### config.mk
export PLATFORM = sky130hd
export DESIGN_NAME = async_serial_port
export DESIGN_NICKNAME = d
export VERILOG_FILES = /design/src/uart_pkg.sv /design/src/uart_buf2.sv /design/src/async_serial_port.sv
export SDC_FILE = /design/constraint.sdc
export NUM_CORES = 1
export LEC_CHECK = 0
export BUFFER_PORTS_ARGS = -buffer_cell sky130_fd_sc_hd__buf_4
export CORE_MARGIN = 4
export CORE_UTILIZATION = 53
export CTS_CLUSTER_SIZE = 14
export DETAILED_ROUTE_END_ITERATION = 10
export MAX_ROUTING_LAYER = met4
export PLACE_DENSITY_LB_ADDON = 0.3
export SYNTH_ARGS = -nofsm -noshare
export SYNTH_HDL_FRONTEND = slang
export SYNTH_SLANG_ARGS = --single-unit
### constraint.sdc
create_clock -name clk_in -period 2.3 [get_ports clk_in]
set_input_delay 0 -clock clk_in [delete_from_list [all_inputs] [get_ports clk_in]]
set_output_delay 0 -clock clk_in [all_outputs]
set_load 0.01 [all_outputs]
### src/uart_pkg.sv
/*
 * Constants shared by the asynchronous serial port: divisor width, frame
 * field limits, parity and DMA priority encodings, reset values.
 * Assumes nothing of its surroundings; imported whole by the port, checker, peer and bench files.
 */
package uart_pkg;

   // *************************************************************
   // Frame format
   // *************************************************************
   localparam int DIV_W = 16;                     // 16 * 65535 = 1,048,560 clocks in the longest bit
   localparam int OVS = 16;                       // Samples per bit
   localparam logic [3:0] OVS_MID = 4'h7;         // Sample tick for bit middle
   localparam logic [3:0] OVS_LAST = 4'hf;
   localparam logic [1:0] LEN_5 = 2'h0;           // Length code 0..3 = 5..8 bits
   localparam logic [2:0] LEN_BASE = 3'h4;        // Last data index = base + code, plus one in nine-bit mode
   localparam logic [1:0] PAR_NONE = 2'h0;
   localparam logic [1:0] PAR_EVEN = 2'h1;
   localparam logic [1:0] PAR_ODD = 2'h2;
   localparam logic [DIV_W-1:0] DIV_RST = 16'h0001;
   localparam logic [1:0] DMA_PRIO_RST = 2'h0;    // Lowest arbitration class
   localparam int BUF_DEPTH = 2;

   typedef enum logic [2:0] {
      ST_IDLE, ST_START, ST_DATA, ST_PAR, ST_STOP
   } ser_state_t;

endpackage : uart_pkg

### src/uart_buf2.sv
/*
 * Two-entry buffer with valid/ready on both sides; read data come from
 * registers. Assumes a single clock and an active-low asynchronous reset.
 */
`timescale 1ns/1ns
module uart_buf2 #(
   parameter int WIDTH = 9
) (
   input wire logic clk_in,
   input wire logic nrst_in,
   input wire logic [WIDTH-1:0] wr_data_in,
   input wire logic wr_valid_in,
   output logic wr_ready_out,
   output logic [WIDTH-1:0] rd_data_out,
   output logic rd_valid_out,
   input wire logic rd_ready_in
);
   logic [WIDTH-1:0] head_r, head_nxt, tail_r, tail_nxt;
   logic [1:0] cnt_r, cnt_nxt;
   logic push, pop, ready_nxt, valid_nxt;

   // *************************************************************
   // Head holds the oldest word, tail the second
   // *************************************************************
   always_comb begin
      push = wr_valid_in && (cnt_r != 2'h2);
      pop = rd_ready_in && (cnt_r != 2'h0);
      head_nxt = head_r;
      tail_nxt = tail_r;
      cnt_nxt = cnt_r + 2'(push) - 2'(pop);
      ready_nxt = (cnt_nxt != 2'h2);
      valid_nxt = (cnt_nxt != 2'h0);
      if (pop) begin
         head_nxt = (cnt_r == 2'h2) ? tail_r : wr_data_in;
      end
      if (push) begin
         if (cnt_r == 2'h0 || (cnt_r == 2'h1 && pop)) begin
            head_nxt = wr_data_in;
         end else begin
            tail_nxt = wr_data_in;
         end
      end
   end

   always_ff @(posedge clk_in or negedge nrst_in) begin
      if (!nrst_in) begin
         head_r <= '0;
         tail_r <= '0;
         cnt_r <= 2'h0;
         wr_ready_out <= 1'b1;
         rd_valid_out <= 1'b0;
      end else begin
         head_r <= head_nxt;
         tail_r <= tail_nxt;
         cnt_r <= cnt_nxt;
         // Flags registered so the handshake outputs leave a flop, same timing as count
         wr_ready_out <= ready_nxt;
         rd_valid_out <= valid_nxt;
      end
   end

   assign rd_data_out = head_r;

endmodule : uart_buf2

### src/async_serial_port.sv
/*
 * Full-duplex asynchronous serial port with two-stage buffers on both paths,
 * programmed-I/O and DMA request sides, and a timing-capture output for an
 * external timer doing autobaud. Assumes a single clock; the receive line
 * comes from a pin and is synchronised here.
 */
`timescale 1ns/1ns
module async_serial_port
   import uart_pkg::*;
(
   input wire logic clk_in,
   input wire logic nrst_in,
   input wire logic [DIV_W-1:0] divisor_in,
   input wire logic [1:0] char_len_in,
   input wire logic two_stop_in,
   input wire logic [1:0] parity_in,
   input wire logic nine_bit_in,
   input wire logic addr_filter_in,
   input wire logic [7:0] node_addr_in,
   input wire logic dma_mode_in,
   input wire logic tx_irq_en_in,
   input wire logic rx_irq_en_in,
   input wire logic [8:0] tx_data_in,
   input wire logic tx_valid_in,
   input wire logic rx_ready_in,
   input wire logic err_clr_in,
   input wire logic rxd_in,
   output logic txd_out,
   output logic tx_ready_out,
   output logic [8:0] rx_data_out,
   output logic rx_valid_out,
   output logic parity_err_out,
   output logic frame_err_out,
   output logic overrun_out,
   output logic tx_irq_out,
   output logic rx_irq_out,
   output logic tx_dma_req_out,
   output logic rx_dma_req_out,
   output logic [1:0] dma_prio_out,
   output logic rx_edge_out
);

   // *************************************************************
   // Input synchroniser and baud tick
   // *************************************************************
   logic rx_s1_r, rx_s2_r, rx_s3_r;
   logic [DIV_W-1:0] div_cnt_r, div_cnt_nxt;
   logic tick;

   always_ff @(posedge clk_in or negedge nrst_in) begin
      if (!nrst_in) begin
         rx_s1_r <= 1'b1;
         rx_s2_r <= 1'b1;
         rx_s3_r <= 1'b1;
      end else begin
         rx_s1_r <= rxd_in;
         rx_s2_r <= rx_s1_r;
         rx_s3_r <= rx_s2_r;
      end
   end

   // One tick per divisor clocks, sixteen ticks per bit; divisor 0 acts as 1
   always_comb begin
      tick = (div_cnt_r <= 16'h0001);
      div_cnt_nxt = tick ? divisor_in : div_cnt_r - 16'h0001;
   end

   // *************************************************************
   // Buffers: two stages per path
   // *************************************************************
   logic [8:0] txb_data, rxw_data_r, rxw_data_nxt;
   logic txb_valid, txb_take, rxb_ready, rxw_valid_r, rxw_valid_nxt;
   logic rxb_out_valid;
   logic [8:0] rxb_out_data;

   uart_buf2 #(.WIDTH(9)) u_txbuf (
      .clk_in(clk_in), .nrst_in(nrst_in),
      .wr_data_in(tx_data_in), .wr_valid_in(tx_valid_in), .wr_ready_out(tx_ready_out),
      .rd_data_out(txb_data), .rd_valid_out(txb_valid), .rd_ready_in(txb_take)
   );

   uart_buf2 #(.WIDTH(9)) u_rxbuf (
      .clk_in(clk_in), .nrst_in(nrst_in),
      .wr_data_in(rxw_data_r), .wr_valid_in(rxw_valid_r), .wr_ready_out(rxb_ready),
      .rd_data_out(rxb_out_data), .rd_valid_out(rxb_out_valid), .rd_ready_in(rx_ready_in)
   );

   // *************************************************************
   // Transmitter
   // *************************************************************
   ser_state_t tx_st_r, tx_st_nxt;
   logic [3:0] tx_ph_r, tx_ph_nxt;
   logic [3:0] tx_bit_r, tx_bit_nxt;
   logic [8:0] tx_sh_r, tx_sh_nxt;
   logic tx_par_r, tx_par_nxt, txd_nxt, tx_stop2_r, tx_stop2_nxt;
   logic [3:0] last_idx;

   assign last_idx = {1'b0, LEN_BASE} + {2'b00, char_len_in} + {3'b000, nine_bit_in};

   always_comb begin
      tx_st_nxt = tx_st_r;
      tx_ph_nxt = tx_ph_r;
      tx_bit_nxt = tx_bit_r;
      tx_sh_nxt = tx_sh_r;
      tx_par_nxt = tx_par_r;
      tx_stop2_nxt = tx_stop2_r;
      txd_nxt = txd_out;
      txb_take = 1'b0;
      if (tick) begin
         tx_ph_nxt = tx_ph_r + 4'h1;
      end
      unique case (tx_st_r)
         ST_IDLE: begin
            txd_nxt = 1'b1;
            tx_ph_nxt = 4'h0;
            if (txb_valid) begin
               txb_take = 1'b1;
               tx_sh_nxt = txb_data;
               tx_par_nxt = (parity_in == PAR_ODD);
               tx_st_nxt = ST_START;
               txd_nxt = 1'b0;
            end
         end
         ST_START: if (tick && tx_ph_r == OVS_LAST) begin
            tx_st_nxt = ST_DATA;
            tx_bit_nxt = 4'h0;
            txd_nxt = tx_sh_r[0];
         end
         ST_DATA: if (tick && tx_ph_r == OVS_LAST) begin
            tx_par_nxt = tx_par_r ^ tx_sh_r[0];
            tx_sh_nxt = {1'b0, tx_sh_r[8:1]};
            tx_bit_nxt = tx_bit_r + 4'h1;
            if (tx_bit_r == last_idx) begin
               tx_stop2_nxt = two_stop_in;
               if (parity_in != PAR_NONE) begin
                  tx_st_nxt = ST_PAR;
                  txd_nxt = tx_par_r ^ tx_sh_r[0];
               end else begin
                  tx_st_nxt = ST_STOP;
                  txd_nxt = 1'b1;
               end
            end else begin
               txd_nxt = tx_sh_r[1];
            end
         end
         ST_PAR: if (tick && tx_ph_r == OVS_LAST) begin
            tx_st_nxt = ST_STOP;
            txd_nxt = 1'b1;
         end
         ST_STOP: if (tick && tx_ph_r == OVS_LAST) begin
            if (tx_stop2_r) begin
               tx_stop2_nxt = 1'b0;
            end else begin
               tx_st_nxt = ST_IDLE;
            end
         end
         default: tx_st_nxt = ST_IDLE;
      endcase
   end

   // *************************************************************
   // Receiver: find start, sample each bit at tick 7 of 16
   // *************************************************************
   ser_state_t rx_st_r, rx_st_nxt;
   logic [3:0] rx_ph_r, rx_ph_nxt, rx_bit_r, rx_bit_nxt;
   logic [8:0] rx_sh_r, rx_sh_nxt;
   logic rx_par_r, rx_par_nxt, rx_stop2_r, rx_stop2_nxt, mid;
   logic perr_r, perr_nxt, ferr_r, ferr_nxt, ovr_r, ovr_nxt;
   logic perr_set, ferr_set, ovr_set, take_frame;

   always_comb begin
      mid = tick && (rx_ph_r == OVS_MID);
      rx_st_nxt = rx_st_r;
      rx_ph_nxt = tick ? rx_ph_r + 4'h1 : rx_ph_r;
      rx_bit_nxt = rx_bit_r;
      rx_sh_nxt = rx_sh_r;
      rx_par_nxt = rx_par_r;
      rx_stop2_nxt = rx_stop2_r;
      rxw_data_nxt = rxw_data_r;
      rxw_valid_nxt = rxw_valid_r && !rxb_ready;
      perr_set = 1'b0;
      ferr_set = 1'b0;
      ovr_set = 1'b0;
      take_frame = 1'b0;
      unique case (rx_st_r)
         ST_IDLE: begin
            rx_ph_nxt = 4'h0;
            if (!rx_s3_r) begin
               rx_st_nxt = ST_START;
            end
         end
         ST_START: if (mid) begin
            // A start bit gone high by mid-bit was a glitch
            rx_st_nxt = rx_s3_r ? ST_IDLE : ST_DATA;
            rx_bit_nxt = 4'h0;
            rx_sh_nxt = 9'h000;
            rx_par_nxt = (parity_in == PAR_ODD);
         end
         ST_DATA: if (mid) begin
            rx_sh_nxt[rx_bit_r] = rx_s3_r;
            rx_par_nxt = rx_par_r ^ rx_s3_r;
            rx_bit_nxt = rx_bit_r + 4'h1;
            if (rx_bit_r == last_idx) begin
               rx_stop2_nxt = two_stop_in;
               rx_st_nxt = (parity_in != PAR_NONE) ? ST_PAR : ST_STOP;
            end
         end
         ST_PAR: if (mid) begin
            perr_set = (rx_par_r != rx_s3_r);
            rx_st_nxt = ST_STOP;
         end
         ST_STOP: if (mid) begin
            ferr_set = !rx_s3_r;
            if (rx_stop2_r && rx_s3_r) begin
               rx_stop2_nxt = 1'b0;
            end else begin
               rx_st_nxt = ST_IDLE;
               // Address filter: data frames pass only after our address matched
               take_frame = !addr_filter_in || !nine_bit_in || rx_sh_r[last_idx] || addr_hit_r;
            end
         end
         default: rx_st_nxt = ST_IDLE;
      endcase
      if (take_frame) begin
         if (rxw_valid_r && !rxb_ready) begin
            ovr_set = 1'b1;
         end else begin
            rxw_valid_nxt = 1'b1;
            rxw_data_nxt = nine_bit_in ? {rx_sh_r[last_idx], rx_sh_r[7:0]} : rx_sh_r;
         end
      end
      // Set wins over clear so no event is lost
      perr_nxt = perr_set || (perr_r && !err_clr_in);
      ferr_nxt = ferr_set || (ferr_r && !err_clr_in);
      ovr_nxt = ovr_set || (ovr_r && !err_clr_in);
   end

   // *************************************************************
   // Multidrop address match, kept until the next address frame
   // *************************************************************
   logic addr_hit_r, addr_hit_nxt, rx_is_addr;
   always_comb begin
      rx_is_addr = nine_bit_in && rxw_data_nxt[8] && rxw_valid_nxt && !rxw_valid_r;
      addr_hit_nxt = rx_is_addr ? (rxw_data_nxt[7:0] == node_addr_in) : addr_hit_r;
   end

   // *************************************************************
   // Registers of both paths
   // *************************************************************
   always_ff @(posedge clk_in or negedge nrst_in) begin
      if (!nrst_in) begin
         div_cnt_r <= DIV_RST;
         tx_st_r <= ST_IDLE;
         tx_ph_r <= 4'h0;
         tx_bit_r <= 4'h0;
         tx_sh_r <= 9'h000;
         tx_par_r <= 1'b0;
         tx_stop2_r <= 1'b0;
         txd_out <= 1'b1;
         rx_st_r <= ST_IDLE;
         rx_ph_r <= 4'h0;
         rx_bit_r <= 4'h0;
         rx_sh_r <= 9'h000;
         rx_par_r <= 1'b0;
         rx_stop2_r <= 1'b0;
         rxw_data_r <= 9'h000;
         rxw_valid_r <= 1'b0;
         perr_r <= 1'b0;
         ferr_r <= 1'b0;
         ovr_r <= 1'b0;
         addr_hit_r <= 1'b0;
      end else begin
         div_cnt_r <= div_cnt_nxt;
         tx_st_r <= tx_st_nxt;
         tx_ph_r <= tx_ph_nxt;
         tx_bit_r <= tx_bit_nxt;
         tx_sh_r <= tx_sh_nxt;
         tx_par_r <= tx_par_nxt;
         tx_stop2_r <= tx_stop2_nxt;
         txd_out <= txd_nxt;
         rx_st_r <= rx_st_nxt;
         rx_ph_r <= rx_ph_nxt;
         rx_bit_r <= rx_bit_nxt;
         rx_sh_r <= rx_sh_nxt;
         rx_par_r <= rx_par_nxt;
         rx_stop2_r <= rx_stop2_nxt;
         rxw_data_r <= rxw_data_nxt;
         rxw_valid_r <= rxw_valid_nxt;
         perr_r <= perr_nxt;
         ferr_r <= ferr_nxt;
         ovr_r <= ovr_nxt;
         addr_hit_r <= addr_hit_nxt;
      end
   end

   // *************************************************************
   // Requests, status and autobaud edge, all registered
   // *************************************************************
   always_ff @(posedge clk_in or negedge nrst_in) begin
      if (!nrst_in) begin
         rx_data_out <= 9'h000;
         rx_valid_out <= 1'b0;
         tx_irq_out <= 1'b0;
         rx_irq_out <= 1'b0;
         tx_dma_req_out <= 1'b0;
         rx_dma_req_out <= 1'b0;
         dma_prio_out <= DMA_PRIO_RST;
         rx_edge_out <= 1'b0;
         parity_err_out <= 1'b0;
         frame_err_out <= 1'b0;
         overrun_out <= 1'b0;
      end else begin
         rx_data_out <= rxb_out_data;
         rx_valid_out <= rxb_out_valid;
         tx_irq_out <= tx_irq_en_in && !dma_mode_in && tx_ready_out;
         rx_irq_out <= rx_irq_en_in && !dma_mode_in && rxb_out_valid;
         tx_dma_req_out <= dma_mode_in && tx_ready_out;
         rx_dma_req_out <= dma_mode_in && rxb_out_valid;
         dma_prio_out <= DMA_PRIO_RST;
         rx_edge_out <= rx_s2_r ^ rx_s3_r;
         parity_err_out <= perr_nxt;
         frame_err_out <= ferr_nxt;
         overrun_out <= ovr_nxt;
      end
   end

endmodule : async_serial_port

==> metrics.txt <==
worst vdd ir=0.7566 mV; Filler cells=817; grt ovf=0; CTS Buf Count=17; PwrDens=915.9 nW/um2; Post-DP HPWL=10.67 mm; GP Congestion=0.9191; gr usage total=23.46%; Post-Synthesis Cells=648; Final Max Tran Viols=0; top cell type's share of synthesized area=48.14%; clock power share=35.2%; final cell count without fillers=970; DIE HEIGHT=120.9 um; deepest clock path buffer count=2; num rows=40; CP endpoint kind=register; Crit Path Class=register to register; Seq/Total Area, Yosys=50.86%; total negative slack=-1.734 ns; top post-synthesis cells by count=dfrtp_1 (130), nor2_1 (49), a21oi_1 (44); Yosys Warn Count=0; Sw Ratio=29.58%; Crit-path slowest cell=or4_4; critical path startpoint=div_cnt_r[7]; status=finished, violations left; Setup WS post-layout=-0.1130 ns; Worst Hold Class=primary input to async pin; area of the core=12260 um2; Comb pwr share=24.6%; clk_skew=0.008938 ns; first-pass GRT wire length=26.77 mm; MaxCap Viol Count=0; Worst-path clk slew=0.06 ns; Mapped Avg Cell Area=10.43 um2; actual slew at the worst max-slew pin=0.6923 ns; most common cell in the synthesized netlist=dfrtp_1; Slew headroom=53.54%; crit-path max FO=3; Reg-to-Reg End=addr_hit_r; routed len/inst=16.78 um; Hold Slack=0.1072 ns; Nets=853; Via density=5.814; Post-Route WL=16.28 mm; synthesized flop and latch total=137; clk root buf=clkbuf_16; Sw Pwr=2.432 mW; FF-to-FF path depth=7; CP startpoint kind=register; WP data required=2.61 ns; Max Fclk=0.4144 GHz; Initial Util=55.11%; Final min period=2.413 ns; Iter 0 DRT Violations=432; largest net degree at the start of global routing=58; Post-synth EDFFs=0; Period Utilization, post-route=104.9%; width of the die=120.9 um; CTS tree=built; Final Hold Vio Count=0; count of different cell masters after synthesis=61; H-tree depth=4; clock sinks=137; worst path cell trace=or4_4 -> or4_4 -> nor3_4 -> buf_6 -> buf_6 -> nand4_1 -> mux2_2; Placed Cells=894; die area=14620 um2; diodes inserted=0; Worst path max stage delay=0.56 ns; internal power=5.790 mW; drt first pass iters=5; vias in the first global route=5699; Final Util=73.21%; Synth Cell Area=6758 um2; vias=5640; area leader, netlist=dfrtp_1; Critical R2R Launch=div_cnt_r[7]; Reg power frac=40.2%; Port Buf Inserts=68; Async SR Flop Fraction=100.0%; Top Ports=71; endpoint arrival time on the critical path=2.72 ns; ANT nets after route=0; top cells by area, synth=dfrtp_1 (48%), mux2_2 (7.2%), a21oi_1 (3.3%), ha_1 (2.8%), dfstp_2 (2.7%); clock latency on the worst-skew pair=0.43 ns; RSZ-0062 raised after global routing=true; endpoints failing setup=27; failing checks=setup timing; layout cells sized above 1=29.30%; P&R area growth vs syn=32.85%; flop2flop setup slack=-0.11 ns; ys flop type=dfrtp_1; Remaining DRCs=0; Pleak=3.955 nW; initial antenna violation count=0
## final cells by class
class / count / area, um2 / area share, %
timing repair buffer: 153 / 1295 / 14.43
sequential: 137 / 3437 / 38.29
multi-input combinational: 458 / 3322 / 37.00
clock buffer: 21 / 460.4 / 5.129
tap: 168 / 210.2 / 2.341
inverter: 22 / 82.58 / 0.9199
clock inverter: 11 / 170.2 / 1.895
## critical path, delay by kind of cell (launching register included)
family        cells  cell delay (ns)
simple gates      4             1.36
flops             1             0.39
buf+inv           2             0.25
mux               1             0.29
## cell usage in the layout, fill, tap and decap left out, drive strengths merged, types with 4 or more instances in the layout
| cell | instances |
|---|---|
| a21boi | 4 |
| a21oi | 45 |
| a22oi | 19 |
| and2 | 5 |
| and4b | 5 |
| buf | 118 |
| bufinv | 4 |
| clkbuf | 21 |
| dfrtp | 130 |
| dfstp | 7 |
| dlygate4sd3 | 35 |
| ha | 15 |
| inv | 23 |
| mux2 | 43 |
| mux2i | 6 |
| nand2 | 42 |
| nand2b | 8 |
| nand3 | 25 |
| nand3b | 6 |
| nand4 | 16 |
| nor2 | 49 |
| nor3 | 12 |
| nor4 | 6 |
| nor4b | 4 |
| o211ai | 7 |
| o21ai | 23 |
| o22ai | 21 |
| o31ai | 9 |
| or2 | 5 |
| or4 | 5 |
| xnor2 | 19 |
| xor2 | 18 |
## flip-flops by register name (all words and copies together) (netlist names), 9 cells and up
signal,count
rxw_data_r,9
tx_sh_r,9
u_rxbuf.rd_data_out,9
div_cnt_r,16
rx_data_out,9
u_txbuf.tail_r,9
u_rxbuf.tail_r,9
u_txbuf.rd_data_out,9
rx_sh_r,9
## what timing repair did
| action | 4_1_cts | 5_1_grt |
|---|---|---|
| gates resized for setup | 5 | 39 |
| hold buffers | 35 | 0 |
| endpoints found under the hold margin | 112 | 0 |
| cloned | 1 | 1 |
| pin swaps | 4 | 11 |
| setup buffers | 2 | 5 |
| endpoints found under the setup margin | 33 | 34 |
## per-stage QoR
stage          worst slack (ns)  area (um2)  total power [mW]
2_1_floorplan           -0.1752        6789             4.484
3_3_place_gp            -0.1106        7706             5.070
3_5_place_dp            -0.1845        7706             5.198
4_1_cts                 -0.1347        8746             8.190
5_1_grt                 -0.1683        8977             8.646
6_report                -0.1130        8977             8.222
## how the worst max path moves through the flow
stage,end,cells past startpoint
6_report,addr_hit_r,7
5_1_grt,addr_hit_r,7
4_1_cts,rxw_data_r[0],5
3_5_place_dp,rxw_data_r[0],5
3_3_place_gp,rxw_data_r[0],5
2_1_floorplan,rxw_data_r[0],6
## cells by family (layout without fill, tap and decap cells)
family | Yosys count | in the layout | synth area share, %
buffers and inverters | 56 | 207 | 3.240
xor gates and xnor gates | 37 | 37 | 4.795
and+or+nand+nor | 201 | 202 | 15.89
AOI/OAI and AO/OA | 152 | 153 | 14.33
muxes | 49 | 49 | 8.054
other | 1 | 2 | 0.05549
adders and majority gates | 15 | 15 | 2.777
DFF | 137 | 137 | 50.86
## layer usage
layer / track usage, % / share of wire, % / up-vias
li1: - / - / 2641
met1: 27.56 / 41 / 2821
met2: 39.91 / 53 / 156
met3: 5.688 / 4.5 / 22
met4: 7.507 / 1.2 / 0
met5: - / 0 / -
## power groups by stage
stage	Clock, mW	Sequential [mW]	Combinational (mW)
3_3_place_gp	0	3.29	1.78
3_5_place_dp	0	3.32	1.87
4_1_cts	2.94	3.29	1.96
6_report	2.89	3.31	2.03
2_1_floorplan	0	3.23	1.26
5_1_grt	3.04	3.37	2.23
(Power assumes the default switching activity.)
